## config.mk

```make
export PLATFORM = sky130hd
export DESIGN_NAME = spm_packet_config
export DESIGN_NICKNAME = d
export VERILOG_FILES = /design/src/spm_pkg.sv /design/src/spm_packet_config.sv /design/src/spm_serial_port.sv
export SDC_FILE = /design/constraint.sdc
export NUM_CORES = 1
export LEC_CHECK = 0
export BUFFER_PORTS_ARGS = -buffer_cell sky130_fd_sc_hd__buf_4
export CORE_MARGIN = 10
export CORE_UTILIZATION = 31
export CTS_CLUSTER_SIZE = 28
export DETAILED_ROUTE_END_ITERATION = 10
export PLACE_DENSITY_LB_ADDON = 0.25
export SETUP_SLACK_MARGIN = 0.02
export SLEW_MARGIN = 20
export SYNTH_ARGS = -nofsm -noshare
export SYNTH_HDL_FRONTEND = slang
export SYNTH_SLANG_ARGS = --single-unit
```

## constraint.sdc

```tcl
create_clock -name ref_clk -period 3.72 [get_ports ref_clk]
set_input_delay 0.558 -clock ref_clk [delete_from_list [all_inputs] [get_ports ref_clk]]
set_output_delay 0.558 -clock ref_clk [all_outputs]
set_load 0.05 [all_outputs]
```

## src/spm_pkg.sv

```systemverilog
package spm_pkg;
  // Register map, 7-bit serial address
  localparam logic [6:0] SPM_ADDR_PREAMBLE_HIGH = 7'h20;
  localparam logic [6:0] SPM_ADDR_PREAMBLE_LOW = 7'h21;
  localparam logic [6:0] SPM_ADDR_PAYLOAD_LIMIT = 7'h23;
  localparam logic [6:0] SPM_ADDR_HOP_INTERVAL = 7'h24;
  localparam logic [6:0] SPM_ADDR_RX_POINTER = 7'h25;
  localparam logic [6:0] SPM_ADDR_CONFIG_THIRD = 7'h26;
  // Reset values
  localparam logic [7:0] SPM_RST_PREAMBLE_HIGH = 8'h00;
  localparam logic [7:0] SPM_RST_PREAMBLE_LOW = 8'h08;
  localparam logic [7:0] SPM_RST_PAYLOAD_LIMIT = 8'hFF;
  localparam logic [7:0] SPM_RST_HOP_INTERVAL = 8'h00;
  localparam logic [7:0] SPM_RST_RX_POINTER = 8'h00;
  localparam logic [7:0] SPM_RST_CONFIG_THIRD = 8'h00;
  // Third modem configuration byte fields
  localparam int SPM_BIT_LONG_SYMBOL = 3;
  localparam int SPM_BIT_AUTO_GAIN = 2;
  localparam logic [7:0] SPM_CONFIG_THIRD_MASK = 8'h0C;
  // Fixed preamble extension, 4.25 symbols held in quarter symbols
  localparam logic [17:0] SPM_PREAMBLE_EXTRA_QUARTERS = 18'h00011;
  // Serial frame layout
  localparam logic [4:0] SPM_SER_HEADER_BITS = 5'h08;
  localparam logic [4:0] SPM_SER_FRAME_BITS = 5'h10;
  localparam int SPM_SER_WRITE_BIT = 7;
  typedef enum {HOP_OFF, HOP_WAIT_HEADER, HOP_RUN} spm_hop_state_t;
endpackage

```

## src/spm_packet_config.sv

```systemverilog
`timescale 1ns/10ps
module spm_packet_config
  import spm_pkg::*;
#(
  parameter int GAIN_W = 3
)
(
  // Clock and reset
  input wire logic ref_clk,
  input wire logic nrst,
  // Host serial port
  input wire logic ser_clk,
  input wire logic ser_select_n,
  input wire logic ser_data_in,
  output logic ser_data_out,
  // Modem status
  input wire logic packet_active,
  input wire logic symbol_tick,
  input wire logic first_header_symbol,
  input wire logic header_valid,
  input wire logic [7:0] header_payload_length,
  input wire logic implicit_header_select,
  input wire logic rx_byte_written,
  input wire logic [7:0] rx_byte_addr,
  // Gain sources
  input wire logic [GAIN_W-1:0] manual_gain_setting,
  input wire logic [GAIN_W-1:0] agc_gain,
  // Modem controls
  output logic [15:0] preamble_symbol_count,
  output logic [18:0] preamble_quarter_symbols,
  output logic header_crc_error,
  output logic hop_request,
  output logic long_symbol_optimise,
  output logic [GAIN_W-1:0] lna_gain
);
  // ==========================================
  // Register access
  logic [6:0] reg_addr;
  logic reg_wr;
  logic [7:0] reg_wr_data;
  logic [7:0] reg_rd_data;

  spm_serial_port u_port (
    .ref_clk(ref_clk),
    .nrst(nrst),
    .ser_clk(ser_clk),
    .ser_select_n(ser_select_n),
    .ser_data_in(ser_data_in),
    .ser_data_out(ser_data_out),
    .reg_addr(reg_addr),
    .reg_wr(reg_wr),
    .reg_wr_data(reg_wr_data),
    .reg_rd_data(reg_rd_data)
  );

  logic [7:0] preamble_count_high, preamble_count_low, payload_size_limit;
  logic [7:0] hop_interval, rx_buffer_write_pointer, modem_config_third;
  logic [7:0] next_high, next_low, next_limit, next_hop, next_ptr, next_cfg3;

  always_comb
  begin
    next_high = preamble_count_high;
    next_low = preamble_count_low;
    next_limit = payload_size_limit;
    next_hop = hop_interval;
    next_cfg3 = modem_config_third;
    if (rx_byte_written)
      next_ptr = rx_byte_addr;
    else
      next_ptr = rx_buffer_write_pointer;
    if (reg_wr)
    begin
      case (reg_addr)
        SPM_ADDR_PREAMBLE_HIGH: next_high = reg_wr_data;
        SPM_ADDR_PREAMBLE_LOW: next_low = reg_wr_data;
        SPM_ADDR_PAYLOAD_LIMIT: next_limit = reg_wr_data;
        SPM_ADDR_HOP_INTERVAL: next_hop = reg_wr_data;
        SPM_ADDR_CONFIG_THIRD: next_cfg3 = reg_wr_data & SPM_CONFIG_THIRD_MASK;
        default: ;
      endcase
    end
  end

  always_ff @(posedge ref_clk)
  begin
    if (!nrst)
    begin
      preamble_count_high <= SPM_RST_PREAMBLE_HIGH;
      preamble_count_low <= SPM_RST_PREAMBLE_LOW;
      payload_size_limit <= SPM_RST_PAYLOAD_LIMIT;
      hop_interval <= SPM_RST_HOP_INTERVAL;
      rx_buffer_write_pointer <= SPM_RST_RX_POINTER;
      modem_config_third <= SPM_RST_CONFIG_THIRD;
    end
    else
    begin
      preamble_count_high <= next_high;
      preamble_count_low <= next_low;
      payload_size_limit <= next_limit;
      hop_interval <= next_hop;
      rx_buffer_write_pointer <= next_ptr;
      modem_config_third <= next_cfg3;
    end
  end

  always_comb
  begin
    case (reg_addr)
      SPM_ADDR_PREAMBLE_HIGH: reg_rd_data = preamble_count_high;
      SPM_ADDR_PREAMBLE_LOW: reg_rd_data = preamble_count_low;
      SPM_ADDR_PAYLOAD_LIMIT: reg_rd_data = payload_size_limit;
      SPM_ADDR_HOP_INTERVAL: reg_rd_data = hop_interval;
      SPM_ADDR_RX_POINTER: reg_rd_data = rx_buffer_write_pointer;
      SPM_ADDR_CONFIG_THIRD: reg_rd_data = modem_config_third & SPM_CONFIG_THIRD_MASK;
      default: reg_rd_data = 8'h00;
    endcase
  end

  // ==========================================
  // Preamble and configuration outputs
  assign preamble_symbol_count = {preamble_count_high, preamble_count_low};
  // Quarter symbols keep the 0.25 fraction exact without a fixed-point divide
  // One spare bit: a full count of 0xFFFF plus 4.25 symbols would wrap in 18 bits
  assign preamble_quarter_symbols = {1'b0, preamble_symbol_count, 2'b00}
                                    + {1'b0, SPM_PREAMBLE_EXTRA_QUARTERS};
  // Software owns this bit; the block only forwards it
  assign long_symbol_optimise = modem_config_third[SPM_BIT_LONG_SYMBOL];

  // ==========================================
  // Header check and gain source
  logic next_crc_error;
  logic [GAIN_W-1:0] next_gain;

  always_comb
  begin
    // Implicit headers carry no length field, so nothing to check
    next_crc_error = header_valid && !implicit_header_select
                     && (header_payload_length > payload_size_limit);
    if (modem_config_third[SPM_BIT_AUTO_GAIN])
      next_gain = agc_gain;
    else
      next_gain = manual_gain_setting;
  end

  always_ff @(posedge ref_clk)
  begin
    if (!nrst)
    begin
      header_crc_error <= 1'b0;
      lna_gain <= '0;
    end
    else
    begin
      header_crc_error <= next_crc_error;
      lna_gain <= next_gain;
    end
  end

  // ==========================================
  // Frequency hop timing
  spm_hop_state_t hop_state, next_hop_state;
  logic [7:0] sym_cnt, next_sym_cnt;
  logic next_hop_request;

  always_comb
  begin
    next_hop_state = hop_state;
    next_sym_cnt = sym_cnt;
    next_hop_request = 1'b0;
    case (hop_state)
      HOP_OFF:
        if (packet_active && hop_interval != 8'h00)
          next_hop_state = HOP_WAIT_HEADER;
      HOP_WAIT_HEADER:
        if (!packet_active || hop_interval == 8'h00)
          next_hop_state = HOP_OFF;
        else if (first_header_symbol)
        begin
          next_hop_request = 1'b1;
          next_sym_cnt = 8'h00;
          next_hop_state = HOP_RUN;
        end
      HOP_RUN:
        if (!packet_active || hop_interval == 8'h00)
          next_hop_state = HOP_OFF;
        else if (symbol_tick)
        begin
          if (sym_cnt + 8'h01 >= hop_interval)
          begin
            next_hop_request = 1'b1;
            next_sym_cnt = 8'h00;
          end
          else
            next_sym_cnt = sym_cnt + 8'h01;
        end
      default: next_hop_state = HOP_OFF;
    endcase
  end

  always_ff @(posedge ref_clk)
  begin
    if (!nrst)
    begin
      hop_state <= HOP_OFF;
      sym_cnt <= 8'h00;
      hop_request <= 1'b0;
    end
    else
    begin
      hop_state <= next_hop_state;
      sym_cnt <= next_sym_cnt;
      hop_request <= next_hop_request;
    end
  end
endmodule

```

## src/spm_serial_port.sv

```systemverilog
`timescale 1ns/10ps
// Host serial port: byte 0 = write flag + 7-bit address, byte 1 = data.
// Clock idles low; data sampled on rising, shifted out on falling edge.
module spm_serial_port
  import spm_pkg::*;
(
  // Clock and reset
  input wire logic ref_clk,
  input wire logic nrst,
  // Serial pins
  input wire logic ser_clk,
  input wire logic ser_select_n,
  input wire logic ser_data_in,
  output logic ser_data_out,
  // Register access
  output logic [6:0] reg_addr,
  output logic reg_wr,
  output logic [7:0] reg_wr_data,
  input wire logic [7:0] reg_rd_data
);
  // ==========================================
  // Pin synchronisers
  logic [2:0] sync_clk, sync_sel, sync_din;
  logic clk_q, sel_q, din_q;
  logic next_clk_q, next_sel_q, next_din_q;

  always_comb
  begin
    // A pin counts as changed only once the 2nd and 3rd stages agree
    next_clk_q = (sync_clk[1] == sync_clk[2]) ? sync_clk[2] : clk_q;
    next_sel_q = (sync_sel[1] == sync_sel[2]) ? sync_sel[2] : sel_q;
    next_din_q = (sync_din[1] == sync_din[2]) ? sync_din[2] : din_q;
  end

  always_ff @(posedge ref_clk)
  begin
    if (!nrst)
    begin
      sync_clk <= 3'h0;
      sync_sel <= 3'h7;
      sync_din <= 3'h0;
      clk_q <= 1'b0;
      sel_q <= 1'b1;
      din_q <= 1'b0;
    end
    else
    begin
      sync_clk <= {sync_clk[1:0], ser_clk};
      sync_sel <= {sync_sel[1:0], ser_select_n};
      sync_din <= {sync_din[1:0], ser_data_in};
      clk_q <= next_clk_q;
      sel_q <= next_sel_q;
      din_q <= next_din_q;
    end
  end

  // ==========================================
  // Frame engine
  logic rise, fall;
  logic [4:0] bit_cnt, next_bit_cnt;
  logic [7:0] shift_in, next_shift_in;
  logic [7:0] shift_out, next_shift_out;
  logic write_flag, next_write_flag;
  logic [6:0] next_reg_addr;
  logic next_reg_wr;
  logic [7:0] next_reg_wr_data;

  assign rise = next_clk_q & ~clk_q;
  assign fall = ~next_clk_q & clk_q;
  assign ser_data_out = shift_out[7];

  always_comb
  begin
    next_bit_cnt = bit_cnt;
    next_shift_in = shift_in;
    next_shift_out = shift_out;
    next_write_flag = write_flag;
    next_reg_addr = reg_addr;
    next_reg_wr = 1'b0;
    next_reg_wr_data = reg_wr_data;
    if (sel_q)
    begin
      // Deselect aborts any partial frame; only whole frames write
      next_bit_cnt = 5'h00;
      next_shift_out = 8'h00;
    end
    else
    begin
      if (rise && bit_cnt < SPM_SER_FRAME_BITS)
      begin
        next_shift_in = {shift_in[6:0], din_q};
        next_bit_cnt = bit_cnt + 5'h01;
        if (bit_cnt + 5'h01 == SPM_SER_HEADER_BITS)
        begin
          next_write_flag = shift_in[SPM_SER_WRITE_BIT - 1];
          next_reg_addr = {shift_in[5:0], din_q};
        end
        if (bit_cnt + 5'h01 == SPM_SER_FRAME_BITS)
        begin
          next_reg_wr = write_flag;
          next_reg_wr_data = {shift_in[6:0], din_q};
        end
      end
      if (fall)
      begin
        // Read data is loaded a full half period after the address settles
        if (bit_cnt == SPM_SER_HEADER_BITS)
          next_shift_out = reg_rd_data;
        else
          next_shift_out = {shift_out[6:0], 1'b0};
      end
    end
  end

  always_ff @(posedge ref_clk)
  begin
    if (!nrst)
    begin
      bit_cnt <= 5'h00;
      shift_in <= 8'h00;
      shift_out <= 8'h00;
      write_flag <= 1'b0;
      reg_addr <= 7'h00;
      reg_wr <= 1'b0;
      reg_wr_data <= 8'h00;
    end
    else
    begin
      bit_cnt <= next_bit_cnt;
      shift_in <= next_shift_in;
      shift_out <= next_shift_out;
      write_flag <= next_write_flag;
      reg_addr <= next_reg_addr;
      reg_wr <= next_reg_wr;
      reg_wr_data <= next_reg_wr_data;
    end
  end
endmodule
```

==> summary.txt <==
Floorplan
  – Area of the die: 22900 sq um
  – Std-Cell Rows: 47
  – Die width: 151 um
  – Die H: 151 um
  – I/O pins: 75
  – Initial core utilization: 31.9%
  – Core area: 16800 sq um

STA
  – Rel. slew slack: 36.5%
  – Maximum clock rate: 375 MHz
  – Tmin final: 2.67 ns
  – Tightest Pin Transition: 0.951 ns
  – Skew final: 0.00860 ns
  – Fin. Hold Viols: 0
  – Worst Hold Margin: 0.393 ns
  – RSZ-0062 raised after global routing: no
  – Count of pins over their slew limit: 0
  – Final setup TNS: 0 ns
  – Crit share post-route: 71.7%
  – Final setup fails: 0

Yosys
  – Number of flops mapped to enable cells by yosys: 0
  – Post-Syn Nets: 622
  – Sequential area share after synthesis: 39.7%
  – #FFs+latches synth: 106
  – Ys async rst share: 0%
  – Synth warn: 0
  – Yosys cell types: 61
  – Main synth FF type: dfxtp_1
  – Gate Count Post-Synth: 565
  – Synthesized area per cell: 9.47 sq um
  – Cell area after synthesis: 5350 sq um

CTS
  – Cts repair resizes: 0
  – CTS tree: built
  – CTS root buf: clkbuf_16
  – Reg clk slew, reported paths: 0.06 ns
  – Maximum root-to-sink buffer count: 2
  – CTS sink count: 106
  – Post-CTS setup buffer count: 0
  – H-tree levels: 3
  – Inserted Clock Buffers: 9
  – Hold buffer count at cts: 0
  – Clk_lat worst skew: 0.35 ns

Finish
  – Fillers: 1661
  – Ant diodes: 0
  – Area growth syn-to-layout: 18.5%
  – Most frequent cells in the layout: 106 x dfxtp_1, 75 x mux2i_1, 74 x buf_4
  – Commonest non-fill, non-tap cell in the layout: dfxtp_1
  – Share of post-route cells with drive strength above 1: 16.5%
  – Final #Nets: 677

Critical path
  – CP required: 4.01 ns
  – CP Class: reg -> reg
  – Max stage delay cell, worst path: dfxtp_1
  – Critical Path End Type: flip-flop
  – Worst Setup Start Kind: flip-flop
  – Max incr delay on CP: 0.38 ns
  – Top delay family on crit path: simple AND/OR/NAND/NOR gates
  – CP arrival: 2.96 ns
  – CP most frequent cell: ha_1
  – Buf/Inv on CP: 0
  – Crit path max fanout: 7
  – CP Cell Sequence: ha_1 -> nand3_1 -> nor2_1 -> xor2_1 -> ha_1 -> a21o_1 -> a21oi_1 -> o21ai_0 -> nor2_2 -> mux2_2

Flow run
  – Max_cap viols: 0

Routing
  – Post-route ant nets: 0
  – Final WL: 13800 um
  – TritonRoute pass-1 iters: 4
  – Mean routed wirelength per cell: 16.4 um
  – Vias/cell: 4.88
  – Routed via count: 4117
  – DRC Markers: 0
  – DR iter-0 viols: 245

GRT
  – GR Layer Usage met2: 19.3%
  – GRT Util Overall: 12.4%
  – Vias in the first global route: 4114
  – Largest net degree at the start of global routing: 66
  – Met1 Usage GRT: 16.1%
  – GR peak layer: met2
  – First-pass GRT wire length: 22100 um
  – Antenna violations before repair: 0
  – Met3 Use GR: 2.63%
  – Overflow after GRT: 0

Place
  – DP HPWL: 10300 um
  – GPL Wtd Cong: 0.842
  – IO buf count: 72

Power
  – Pwr Total: 2250 uW
  – PD cells: 354 nW/um^2
  – Leak Pwr: 0.00252 uW
  – Max rail drop VDD: 237 uV

Min path
  – Worst min-delay path class: in -> reg

Outcome
  – Status: complete, no violations
[per-stage QoR]
| stage | cells | setup slack [ns] | utilization [%] | instance area (sq um) |
|---|---|---|---|---|
| 2_1_floorplan | 565 | 0.871 | - | 5350 |
| 3_3_place_gp | 829 | 1.17 | 36.0 | 6030 |
| 3_5_place_dp | 829 | 1.05 | 36.0 | 6030 |
| 4_1_cts | 844 | 1.03 | 37.8 | 6340 |
| 5_1_grt | 844 | 0.777 | 37.8 | 6340 |
| 6_report | 844 | 1.05 | 37.8 | 6340 |
[cells by family (layout without fill, tap and decap cells)]
| kind of cell | after synthesis | after routing | synth area share [%] |
|---|---|---|---|
| AO/OA/AOI/OAI | 76 | 76 | 9.97 |
| XOR/XNOR | 21 | 21 | 3.44 |
| adder cells (fa/ha/maj) | 24 | 24 | 5.61 |
| other | 2 | 2 | 0.140 |
| flip-flops | 106 | 106 | 39.7 |
| buffers and inverters | 52 | 111 | 4.35 |
| multiplexers | 79 | 79 | 15.5 |
| AND/OR/NAND/NOR | 205 | 205 | 21.3 |
[worst paths after layout]
| check | startpoint | end | slack (ns) | depth (start not counted) |
|---|---|---|---|---|
| worst max-delay path | sym_cnt[0] | sym_cnt[0] | 1.05 | 10 |
| worst max register to register | sym_cnt[0] | sym_cnt[0] | 1.05 | 10 |
| worst min register to register | u_port.sync_sel[0] | u_port.sync_sel[1] | 0.43 | 1 |
| worst min-delay path | ser_select_n | u_port.sync_sel[0] | 0.39 | 2 |
[power breakdown]
group          internal (uW)  leakage [uW]  total (uW)  switching, uW
combinational           43.0       0.00152        86.6           43.6
sequential              1140      0.000858        1150           5.09
clock                    585      0.000145        1010            423
total                   1770       0.00252        2250            472
[worst reg2reg max path, delay by kind of cell, from the launching register on]
family,cells,cell delay [ns]
xor gates and xnor gates,1,0.21
AOI/OAI and AO/OA,3,0.56
and+or+nand+nor,3,0.73
muxes,1,0.22
adders and majority gates,2,0.52
DFF,1,0.38
[sequential cells by signal (all words and copies together) (netlist names), 2 cells and up]
| signal | count |
|---|---|
| hop_interval | 8 |
| hop_state | 2 |
| lna_gain | 3 |
| modem_config_third | 2 |
| payload_size_limit | 8 |
| preamble_count_high | 8 |
| preamble_count_low | 8 |
| rx_buffer_write_pointer | 8 |
| sym_cnt | 8 |
| u_port.bit_cnt | 5 |
| u_port.reg_addr | 7 |
| u_port.reg_wr_data | 8 |
| u_port.shift_in | 7 |
| u_port.shift_out | 8 |
| u_port.sync_clk | 3 |
| u_port.sync_din | 3 |
| u_port.sync_sel | 3 |
[per-layer routing]
| layer | vias up | routed length, um |
|---|---|---|
| met2 | 76 | 6330 |
| met3 | 16 | 629 |
| met5 | - | 0 |
| met4 | 0 | 272 |
| li1 | 2082 | - |
| met1 | 1943 | 6590 |
[final cells by class]
class                           count  area, sq um  area share, %
Tap cell                          220          275           4.34
Sequential cell                   106         2120           33.5
Clock inverter                      5         80.1           1.26
Timing Repair Buffer               74          556           8.76
Inverter                           22         82.6           1.30
Multi-Input combinational cell    407         2990           47.2
Clock buffer                       10          229           3.61
[synth_stat cells (5+ instances only)]
master / number / area share, %
nand2_1: 58 / 4.1
xnor2_1: 13 / 2.1
o22ai_1: 5 / 0.58
nor2_1: 25 / 1.8
buf_2: 6 / 0.56
xor2_1: 8 / 1.3
clkbuf_1: 16 / 1.1
and2_1: 8 / 0.94
dfxtp_1: 106 / 40
a21oi_1: 17 / 1.6
o21ai_0: 12 / 1.1
nor2b_1: 52 / 6.1
and3_1: 12 / 1.4
nand4_1: 7 / 0.82
inv_1: 22 / 1.5
mux2i_1: 75 / 14
ha_1: 24 / 5.6
nand3_1: 14 / 1.3
(Power assumes the default switching activity.)
